## config.mk

```make
export PLATFORM = sky130hd
export DESIGN_NAME = system_tick_timers
export DESIGN_NICKNAME = d
export VERILOG_FILES = /design/src/rtl/system_tick_timers.v
export VERILOG_INCLUDE_DIRS = /design/src /design/src/rtl
export SDC_FILE = /design/constraint.sdc
export NUM_CORES = 1
export LEC_CHECK = 0
export BUFFER_PORTS_ARGS = -buffer_cell sky130_fd_sc_hd__buf_2
export CORE_ASPECT_RATIO = 1.1
export CORE_MARGIN = 3
export CORE_UTILIZATION = 37
export CTS_BUF_LIST = sky130_fd_sc_hd__clkbuf_4 sky130_fd_sc_hd__clkbuf_8
export CTS_CLUSTER_DIAMETER = 120
export DETAILED_ROUTE_END_ITERATION = 7
export PLACE_DENSITY_LB_ADDON = 0.05
export SLEW_MARGIN = 40
export SYNTH_ARGS = -nofsm -noshare
export SYNTH_HDL_FRONTEND = slang
export SYNTH_SLANG_ARGS = --single-unit
```

## constraint.sdc

```tcl
create_clock -name clk -period 6 [get_ports clk]
set_clock_uncertainty 0.1 [all_clocks]
set_input_delay 1.2 -clock clk [delete_from_list [all_inputs] [get_ports clk]]
set_output_delay 1.2 -clock clk [all_outputs]
set_load 0.05 [all_outputs]
```

## src/rtl/sys_tick_defines.vh

```
// Register offsets, reset values and field positions of the system tick chain.
// Included by the tick chain module; holds definitions only.
`ifndef SYS_TICK_DEFINES_VH
`define SYS_TICK_DEFINES_VH

`define ADDR_SECONDS_INTERVAL   8'hF9
`define ADDR_MILLISECOND_INTVL  8'hFA
`define ADDR_MICRO_DIVIDER      8'hFB
`define ADDR_BASE_DIV_LOW       8'hFC
`define ADDR_BASE_DIV_HIGH      8'hFD
`define ADDR_DECADE_DIVIDER     8'hFE

`define RST_SECONDS_INTERVAL    7'h7F
`define RST_MILLISECOND_INTVL   7'h7F
`define RST_MICRO_DIVIDER       6'h03
`define RST_BASE_DIV_LOW        8'h9F
`define RST_BASE_DIV_HIGH       8'h0F
`define RST_DECADE_DIVIDER      7'h63

`define LOAD_NOW_BIT            7
`define BYTES_PER_HIGH          16'h0100

`endif

```

## src/rtl/system_tick_timers.v

```verilog
// System tick chain: base, micro and decade dividers plus two interval counters.
// Assumes a single-cycle register port from the processor core on the same clock.
//
// Overview of operation
// - Base tick divides clock by high*256+low+1
// - Decade tick divides base tick by value+1
// - Seconds counter runs from the decade tick
// - Seconds interrupt period is product of three divisors
// - Reading seconds register clears seconds interrupt
// - Seconds interrupt visible for enable and poll
// - Millisecond counter runs from base tick
// - Reading millisecond register clears millisecond interrupt
// - Load-now bit always reads back zero
// - Load-now zero: new count waits for expiry
// - Load-now one: counter loads at write
// - Micro tick divides clock by value+1
// - Micro tick goes to flash write timing
// - Base tick goes to flash erase timing
// - Power-down bit stops the whole chain
`timescale 1ns/1ps
`include "sys_tick_defines.vh"

module system_tick_timers (
    input  wire       clk,
    input  wire       rst_n,
    input  wire [7:0] reg_addr,
    input  wire       reg_wr,
    input  wire       reg_rd,
    input  wire [7:0] reg_wdata,
    output reg  [7:0] reg_rdata,
    input  wire       tick_power_down,
    output reg        micro_tick,
    output reg        base_tick,
    output reg        decade_tick,
    output reg        seconds_irq,
    output reg        millisecond_irq
);

    wire [5:0]  micro_div_q;
    wire [7:0]  base_low_q;
    wire [7:0]  base_high_q;
    wire [6:0]  sec_reload_q;
    wire [6:0]  ms_reload_q;
    wire [6:0]  decade_reload_q;
    reg         pd_meta_q;
    reg         pd_q;
    reg  [7:0]  rdata_d;

    wire [15:0] base_divisor;
    wire        run;
    wire        base_wrap;
    wire        micro_wrap;
    wire        decade_wrap;
    wire        sec_wrap;
    wire        ms_wrap;
    wire        load_now;
    wire        wr_micro;
    wire        wr_low;
    wire        wr_high;
    wire        wr_sec;
    wire        wr_ms;
    wire        wr_dec;
    wire        rd_sec;
    wire        rd_ms;

    // Processor power-down strap may come from another block; synchronise it
    always @(posedge clk or negedge rst_n) begin
        if (!rst_n) begin
            pd_meta_q <= 1'b0;
            pd_q      <= 1'b0;
        end else begin
            pd_meta_q <= tick_power_down;
            pd_q      <= pd_meta_q;
        end
    end

    assign run          = ~pd_q;
    assign base_divisor = {base_high_q, base_low_q};
    assign load_now     = reg_wdata[`LOAD_NOW_BIT];
    assign wr_micro     = reg_wr && (reg_addr == `ADDR_MICRO_DIVIDER);
    assign wr_low       = reg_wr && (reg_addr == `ADDR_BASE_DIV_LOW);
    assign wr_high      = reg_wr && (reg_addr == `ADDR_BASE_DIV_HIGH);
    assign wr_sec       = reg_wr && (reg_addr == `ADDR_SECONDS_INTERVAL);
    assign wr_ms        = reg_wr && (reg_addr == `ADDR_MILLISECOND_INTVL);
    assign wr_dec       = reg_wr && (reg_addr == `ADDR_DECADE_DIVIDER);
    assign rd_sec       = reg_rd && (reg_addr == `ADDR_SECONDS_INTERVAL);
    assign rd_ms        = reg_rd && (reg_addr == `ADDR_MILLISECOND_INTVL);

    // Divider settings; a new divisor applies at the next compare, no restart
    config_register #(
        .WIDTH       (6),
        .RESET_VALUE (`RST_MICRO_DIVIDER)
    ) micro_divider_i (
        .clk         (clk),
        .rst_n       (rst_n),
        .write_en    (wr_micro),
        .write_value (reg_wdata[5:0]),
        .value_q     (micro_div_q)
    );

    config_register #(
        .WIDTH       (8),
        .RESET_VALUE (`RST_BASE_DIV_LOW)
    ) base_low_i (
        .clk         (clk),
        .rst_n       (rst_n),
        .write_en    (wr_low),
        .write_value (reg_wdata),
        .value_q     (base_low_q)
    );

    config_register #(
        .WIDTH       (8),
        .RESET_VALUE (`RST_BASE_DIV_HIGH)
    ) base_high_i (
        .clk         (clk),
        .rst_n       (rst_n),
        .write_en    (wr_high),
        .write_value (reg_wdata),
        .value_q     (base_high_q)
    );

    // A divisor lowered below the running count takes effect only after the
    // prescaler wraps at its full width
    wrap_counter #(
        .WIDTH (16)
    ) base_prescaler_i (
        .clk   (clk),
        .rst_n (rst_n),
        .run   (run),
        .limit (base_divisor),
        .wrap  (base_wrap)
    );

    wrap_counter #(
        .WIDTH (6)
    ) micro_prescaler_i (
        .clk   (clk),
        .rst_n (rst_n),
        .run   (run),
        .limit (micro_div_q),
        .wrap  (micro_wrap)
    );

    // Interval chain: decade divider, then the seconds counter; millisecond counter steps on the base tick
    reload_down_counter #(
        .RESET_VALUE (`RST_DECADE_DIVIDER)
    ) decade_count_i (
        .clk         (clk),
        .rst_n       (rst_n),
        .write_en    (wr_dec),
        .write_value (reg_wdata[6:0]),
        .load_now    (load_now),
        .step        (base_wrap),
        .reload_q    (decade_reload_q),
        .expired     (decade_wrap)
    );

    reload_down_counter #(
        .RESET_VALUE (`RST_SECONDS_INTERVAL)
    ) seconds_count_i (
        .clk         (clk),
        .rst_n       (rst_n),
        .write_en    (wr_sec),
        .write_value (reg_wdata[6:0]),
        .load_now    (load_now),
        .step        (decade_wrap),
        .reload_q    (sec_reload_q),
        .expired     (sec_wrap)
    );

    reload_down_counter #(
        .RESET_VALUE (`RST_MILLISECOND_INTVL)
    ) millisecond_count_i (
        .clk         (clk),
        .rst_n       (rst_n),
        .write_en    (wr_ms),
        .write_value (reg_wdata[6:0]),
        .load_now    (load_now),
        .step        (base_wrap),
        .reload_q    (ms_reload_q),
        .expired     (ms_wrap)
    );

    // Tick outputs are one-cycle registered pulses
    always @(posedge clk or negedge rst_n) begin
        if (!rst_n) begin
            micro_tick  <= 1'b0;
            base_tick   <= 1'b0;
            decade_tick <= 1'b0;
        end else begin
            micro_tick  <= micro_wrap;
            base_tick   <= base_wrap;
            decade_tick <= decade_wrap;
        end
    end

    // Sticky flags; an expiry in the read cycle wins so no period is lost
    always @(posedge clk or negedge rst_n) begin
        if (!rst_n) begin
            seconds_irq <= 1'b0;
        end else if (sec_wrap) begin
            seconds_irq <= 1'b1;
        end else if (rd_sec) begin
            seconds_irq <= 1'b0;
        end
    end

    always @(posedge clk or negedge rst_n) begin
        if (!rst_n) begin
            millisecond_irq <= 1'b0;
        end else if (ms_wrap) begin
            millisecond_irq <= 1'b1;
        end else if (rd_ms) begin
            millisecond_irq <= 1'b0;
        end
    end

    // Read data shows reload values, not live counts; load-now bit reads zero
    always @* begin
        case (reg_addr)
            `ADDR_SECONDS_INTERVAL: begin
                rdata_d = {1'b0, sec_reload_q};
            end
            `ADDR_MILLISECOND_INTVL: begin
                rdata_d = {1'b0, ms_reload_q};
            end
            `ADDR_MICRO_DIVIDER: begin
                rdata_d = {2'b00, micro_div_q};
            end
            `ADDR_BASE_DIV_LOW: begin
                rdata_d = base_low_q;
            end
            `ADDR_BASE_DIV_HIGH: begin
                rdata_d = base_high_q;
            end
            `ADDR_DECADE_DIVIDER: begin
                rdata_d = {1'b0, decade_reload_q};
            end
            default: begin
                rdata_d = 8'h00;
            end
        endcase
    end

    always @(posedge clk or negedge rst_n) begin
        if (!rst_n) begin
            reg_rdata <= 8'h00;
        end else begin
            reg_rdata <= rdata_d;
        end
    end

endmodule

// Up counter that wraps at its limit; the limit is compared every cycle,
// so a new divisor is picked up without restarting the count.
module wrap_counter #(
    parameter WIDTH = 16
) (
    input  wire             clk,
    input  wire             rst_n,
    input  wire             run,
    input  wire [WIDTH-1:0] limit,
    output wire             wrap
);

    reg [WIDTH-1:0] count_q;

    assign wrap = run && (count_q == limit);

    always @(posedge clk or negedge rst_n) begin
        if (!rst_n) begin
            count_q <= {WIDTH{1'b0}};
        end else if (wrap) begin
            count_q <= {WIDTH{1'b0}};
        end else if (run) begin
            count_q <= count_q + {{(WIDTH-1){1'b0}}, 1'b1};
        end
    end

endmodule

// Reloading down counter with its reload register. A write with the load-now
// bit restarts the count at once; otherwise the new value waits for expiry,
// so the running period is never cut short.
module reload_down_counter #(
    parameter [6:0] RESET_VALUE = 7'h7F
) (
    input  wire       clk,
    input  wire       rst_n,
    input  wire       write_en,
    input  wire [6:0] write_value,
    input  wire       load_now,
    input  wire       step,
    output reg  [6:0] reload_q,
    output wire       expired
);

    reg [6:0] count_q;

    assign expired = step && (count_q == 7'h00);

    always @(posedge clk or negedge rst_n) begin
        if (!rst_n) begin
            reload_q <= RESET_VALUE;
        end else if (write_en) begin
            reload_q <= write_value;
        end
    end

    always @(posedge clk or negedge rst_n) begin
        if (!rst_n) begin
            count_q <= RESET_VALUE;
        end else if (write_en && load_now) begin
            count_q <= write_value;
        end else if (expired) begin
            count_q <= reload_q;
        end else if (step) begin
            count_q <= count_q - 7'h01;
        end
    end

endmodule

// Plain read-write setting register with a reset value.
// Written whole in the cycle that its write enable is high.
module config_register #(
    parameter             WIDTH       = 8,
    parameter [WIDTH-1:0] RESET_VALUE = {WIDTH{1'b0}}
) (
    input  wire             clk,
    input  wire             rst_n,
    input  wire             write_en,
    input  wire [WIDTH-1:0] write_value,
    output reg  [WIDTH-1:0] value_q
);

    always @(posedge clk or negedge rst_n) begin
        if (!rst_n) begin
            value_q <= RESET_VALUE;
        end else if (write_en) begin
            value_q <= write_value;
        end
    end

endmodule

```

Yosys cells after proc, flatten, opt, wreduce, memory -nomap -nowiden

Cells that the tools add are included.

Register bits after elaboration: 101
Input bits: 21
Output and inout port bits: 13
Logic and storage cells: 77

$add $sub $neg: 5
Eq/ne operators: 10
Muxes and demuxes: 18
Bitwise logic cells: 1
Reductions and logical operators: 24

Operators by type and width:

| cell                                                  | number |
|---|---|
| two-way mux 7 bit                                     | 9 |
| equality test 8 bit, second input constant            | 6 |
| case mux 8 bit (6 select lines)                       | 1 |
| two-way mux 16 bit                                    | 2 |
| zero test 7 bit                                       | 3 |
| subtractor 7 x 1 -> 7 bit, second input constant      | 3 |
| adder 16 x 1 -> 16 bit, second input constant         | 1 |
| equality test 16 bit                                  | 1 |
| logical AND 1 bit                                     | 16 |
| two-way mux 6 bit                                     | 2 |
| nonzero test 3 bit                                    | 3 |
| adder 6 x 1 -> 6 bit, second input constant           | 1 |
| equality test 6 bit                                   | 1 |
| two-way mux 1 bit                                     | 4 |
| inequality test 2 x 1 -> 1 bit, second input constant | 2 |
| nonzero test 2 bit                                    | 2 |
| inverter 1 bit                                        | 1 |

Longest topological paths before layout

Depth after elaboration: 6
Depth in mapped cells: 9
Depth with buffers taken out: 8

Cells and area by module

From an unflattened synthesis, not the netlist that was laid out.

Cells, all modules: 505
Area, all modules: 5507.8 µm²

Modules (own cells, without submodules):

| module                                        | instances | cells each | area each (µm²) | sequential area each (µm²) |
|---|---|---|---|---|
| reload_down_counter (millisecond_count_i ...) | 2         | 75         | 770.7           | 367.9 |
| wrap_counter (base_prescaler_i)               | 1         | 100        | 943.4           | 400.4 |
| system_tick_timers                            | 1         | 90         | 937.1           | 375.4 |
| reload_down_counter (decade_count_i)          | 1         | 75         | 763.2           | 360.3 |
| wrap_counter (micro_prescaler_i)              | 1         | 43         | 392.9           | 150.1 |
| config_register (base_low_i)                  | 1         | 17         | 339.1           | 207.7 |
| config_register (base_high_i)                 | 1         | 17         | 336.6           | 205.2 |
| config_register (micro_divider_i)             | 1         | 13         | 254.0           | 152.6 |

Worst setup path before layout

Ideal clock, no wire load.

Path type: in2reg
From: in reg_addr[0]
To: reg decade_count_i.count_q[0]
Setup time: 82 ps
Arrival: 2656 ps
Required time: 5818 ps
Slack: 3163 ps
Stages: 8
Path buffers: 3
Path through: clkbuf_1 -> and3b_1 -> and3_1 -> clkbuf_1 -> nand3_1 -> clkbuf_1 -> o2111ai_1 -> o211ai_1

Cells in the longest elaborated chain, start to end: 4
Elaborated cells on any way between the ends: 5
Classes of those cells: 1 x eq/ne; 1 x mux; 3 x reduce/logical

RTL lines:

| item                                                              | line                     | text |
|---|---|---|
| start, declared                                                   | system_tick_timers.v:26  | `input wire [7:0] reg_addr,` |
| equality test 8 bit *                                             | n/a                      |  |
| logical AND 1 bit *                                               | system_tick_timers.v:85  | `` assign wr_dec = reg_wr && (reg_addr == `ADDR_DECADE_DIVIDER); `` |
| logical AND 1 bit *                                               | system_tick_timers.v:315 | `end else if (write_en && load_now) begin` |
| nonzero test 3 bit (no line) or two-way mux 7 bit (tied branches) | n/a                      |  |
| end signal, assigned                                              | system_tick_timers.v:316 | `count_q <= write_value;` |
| end signal, assigned                                              | system_tick_timers.v:318 | `count_q <= reload_q;` |
| end signal, assigned                                              | system_tick_timers.v:320 | `count_q <= count_q - 7'h01;` |
| end, declared                                                     | system_tick_timers.v:300 | `reg [6:0] count_q;` |

Every way passes the cells marked *; elsewhere a longest branch is shown, timed or not.
A chain may end at the register's enable or synchronous reset.

Final worst setup path

From: reg base_prescaler_i.count_q[7]
To: reg millisecond_count_i.count_q[1]

Cells in the longest elaborated chain, start to end: 5
Elaborated cells on any way between the ends: 6
Classes of those cells: 1 x eq/ne; 2 x mux; 3 x reduce/logical

RTL lines:

| item                   | line                     | text |
|---|---|---|
| start, declared        | system_tick_timers.v:268 | `reg [WIDTH-1:0] count_q;` |
| start signal, assigned | system_tick_timers.v:274 | `count_q <= {WIDTH{1'b0}};` |
| start signal, assigned | system_tick_timers.v:276 | `count_q <= {WIDTH{1'b0}};` |
| start signal, assigned | system_tick_timers.v:278 | `count_q <= count_q + {{(WIDTH-1){1'b0}}, 1'b1};` |
| equality test 16 bit * | system_tick_timers.v:270 | `assign wrap = run && (count_q == limit);` |
| logical AND 1 bit *    | system_tick_timers.v:270 |  |
| logical AND 1 bit      | system_tick_timers.v:302 | `assign expired = step && (count_q == 7'h00);` |
| two-way mux 7 bit      | system_tick_timers.v:317 | `end else if (expired) begin` |
| two-way mux 7 bit      | system_tick_timers.v:315 |  |
| end signal, assigned   | system_tick_timers.v:316 |  |
| end signal, assigned   | system_tick_timers.v:318 |  |
| end signal, assigned   | system_tick_timers.v:320 |  |
| end, declared          | system_tick_timers.v:300 |  |

Marked as above.

==> results.md <==
- Status: completed
- Post-synthesis async set-or-reset flop share: 1.00
- Most frequent cell on the critical path: mux2_2
- Critical path class: reg2reg
- Gr usage total: 0.181
- Final worst slack: 2960 ps
- Relative slew margins: 0.479
- Slowest stage delay, CP: 490 ps
- RSZ-0062 raised after global routing: no
- Syn Area/Cell: 10.7 µm²
- Final setup viols: 0
- TritonCTS Buffers: 9
- Gate Count Post-Synth: 482
- Post-route ant nets: 0
- Min-delay src: pd_meta_q
- Reg2reg path depth: 7
- Max Transition Viols Final: 0
- Critical Path Start Type: register
- Fmax: 329 MHz
- Hold slack: 254 ps
- Clk sinks: 101
- Number of buffers and inverters on the critical path: 1
- CP cell instances: xor2_1, a221oi_1, nand3_2, or2_4, inv_2, mux2_2, mux2_2
- H-tree levels: 3
- Cell Area, Synth: 0.00515 mm²
- Worst path slowest cell: dfrtp_1
- Vias in the first global route: 3695
- Synthesized flop and latch total: around 100
- Synth area leader: dfrtp_1
- Worst-case clock buffer depth: 2
- Storage cell area: 0.00259 mm²
- Pwr Density: 316 mW/mm²
- Maximum VDD drop: 0.000146 V
- Ant diodes: 0
- Worst-path clk slew: 100 ps
- First-pass GRT wire length: about 21 mm
- Clock Latency Late Sink: between 300 and 400 ps
- P&R area growth vs syn: 10.6%
- Vias post-DR: around 3.8k
- First-pass DRT Iterations: 6
- Sequential share of the synthesized area: 0.503
- Initial antenna violation count: 0
- Max-Cap Viols: 0
- Yosys warns: 0
- Worst flop-to-flop path startpoint: base_prescaler_i.count_q[7]
- TritonCTS clock tree: done
- Vias/cell: 5.39
- Crit-path leading delay family: simple AND/OR/NAND/NOR gates
- Chip height: 130 µm
- Worst Tran Pin Value: just under 800 ps
- CTS resizes: 0
- Nets: 535
- Starting density of the core: 0.385
- Post-synth cell types: 64
- Total gr overflow: 0
- R2r setup slk: 2960 ps
- Placed wire-length estimate: 9.37 mm
- Cell count along the critical path: 7
- Crit path DAT: 3250 ps
- DR WL/cell: 19.2 µm
- RD Place Congestion: 0.776
- Port buffer count: 33
- Total Die Area: 0.0154 mm²
- Final Routed Wirelength: 13.4 mm
- Predominant post-synthesis flop cell: dfrtp_1
- Top cell type's share of synthesized area: 0.258
- # hold bufs at CTS: 0
- Filler instances: around 1.3k
- Share of layout cells above drive strength 1: 0.296
- Post-Layout Cell Count: 698
- Cell Rows: 44
- Clock Root Buffer: clkbuf_8
- Multi-input gate area: 0.00242 mm²
- Post-route minimum period: 3040 ps
- Setup TNS: 0 ps
- WHS Path Cells: 0
- Die W: between 100 and 150 µm
- Post-CTS Setup Inserts: 0
- Hold/Removal Path Class: reg2reg
- WP data required: between 6000 and 7000 ps
- Critical Path End Type: register
- Placed Cells: 682
- IO Pins: 34
- Final Cycle Share: 0.507
- Iteration-0 DRC count of the detailed router: 204
- Worst-path maximum fanout: 28
- Pre-CTS setup slack: about 2700 ps
- EDFF count, synth: 0
- Hold Path Sink: pd_q
- Largest net degree at the start of global routing: 55
- # DRC: 0
- Core area: 0.0134 mm²
- Final Hold Vio Count: 0
- Syn nets: 508
- Leakage: 2.50 nW
- Synth top area cells: dfrtp_1 26%, dfstp_2 25%, mux2_2 8.8%
- R2R Path End: millisecond_count_i.count_q[1]
## routing by layer
metal  share of wire  track usage
met1            0.47        0.256
met4           0.014       0.0525
met2            0.47        0.286
met3           0.045       0.0325
met5               0            0
## cells by family (layout without fill, tap and decap cells)
kind of cell    Yosys count  after routing  synth area share
compound gates           92             92             0.122
xor+xnor                 39             39            0.0664
fa+ha+maj                 5              5            0.0122
buf+inv                  34             66            0.0270
flops                   101            101             0.503
mux                      47             47             0.101
simple gates            164            164             0.168
## cell usage in the layout, fill, tap and decap left out, drive strengths merged, types with 15 or more instances in the layout
cell / netlist / routed
nand2: 47 / 47
nand3: 22 / 22
inv: 15 / 15
dfrtp: 53 / 53
o21ai: 23 / 23
a22oi: 18 / 18
mux2: 40 / 40
nor2: 39 / 39
buf: 6 / 35
dfstp: 48 / 48
xor2: 31 / 31
## sequential cells by signal, summed over array words and instances, names as in the netlist, 7 cells and up
register / count
decade_count_i.count_q: 7
seconds_count_i.count_q: 7
base_prescaler_i.count_q: 16
millisecond_count_i.reload_q: 7
seconds_count_i.reload_q: 7
millisecond_count_i.count_q: 7
base_high_i.value_q: 8
base_low_i.value_q: 8
decade_count_i.reload_q: 7
reg_rdata: 8
## cell usage after synthesis, types with 3 or more instances
cell      instances
nor2b_1           5
inv_1            14
nand2b_1          6
xor2_1           31
o21ai_0          23
ha_1              5
nor2_1           39
dfstp_2          48
a21oi_1          13
a22oi_1          18
nand4_1           4
nand3_1          21
o211ai_1          5
nor3_1           10
and3_1            6
or3_1             5
xnor2_1           8
a22o_1            3
mux2i_1           7
nand2_1          47
clkbuf_1         11
nor3_2            4
mux2_2           40
dfrtp_1          53
a31oi_1           7
buf_1             4
## power by group
| group | switching (W) | internal, W |
|---|---|---|
| combinational | 0.000240 | 0.000178 |
| sequential | 0.0000955 | 0.000805 |
| clock | 0.000237 | 0.000243 |
## stage by stage
step	power, W	utilization	area (µm²)
6_report	0.00180	0.425	5690
5_1_grt	0.00191	0.425	5690
4_1_cts	0.00182	0.425	5690
3_5_place_dp	0.00133	0.409	5480
3_3_place_gp	0.00133	0.409	5480
2_1_floorplan	0.00120	-	5150
## final cells by class
class,count,area share
sequential,101,0.455
clock inverter,5,0.0132
clock buffer,11,0.0244
multi-input combinational,347,0.425
timing repair buffer,35,0.0321
tap,184,0.0405
inverter,15,0.00989
## how the worst max path moves through the flow
stage	from	endpoint	slack (ps)
2_1_floorplan	reg_addr[0]	decade_count_i.count_q[0]	3160
3_3_place_gp	reg_addr[6]	millisecond_count_i.count_q[1]	2680
3_5_place_dp	reg_addr[6]	millisecond_count_i.count_q[0]	2670
4_1_cts	base_prescaler_i.count_q[7]	millisecond_count_i.count_q[1]	2940
5_1_grt	base_prescaler_i.count_q[7]	millisecond_count_i.count_q[1]	2770
6_report	base_prescaler_i.count_q[7]	millisecond_count_i.count_q[1]	2960
Power figures use the tool's default switching activity.
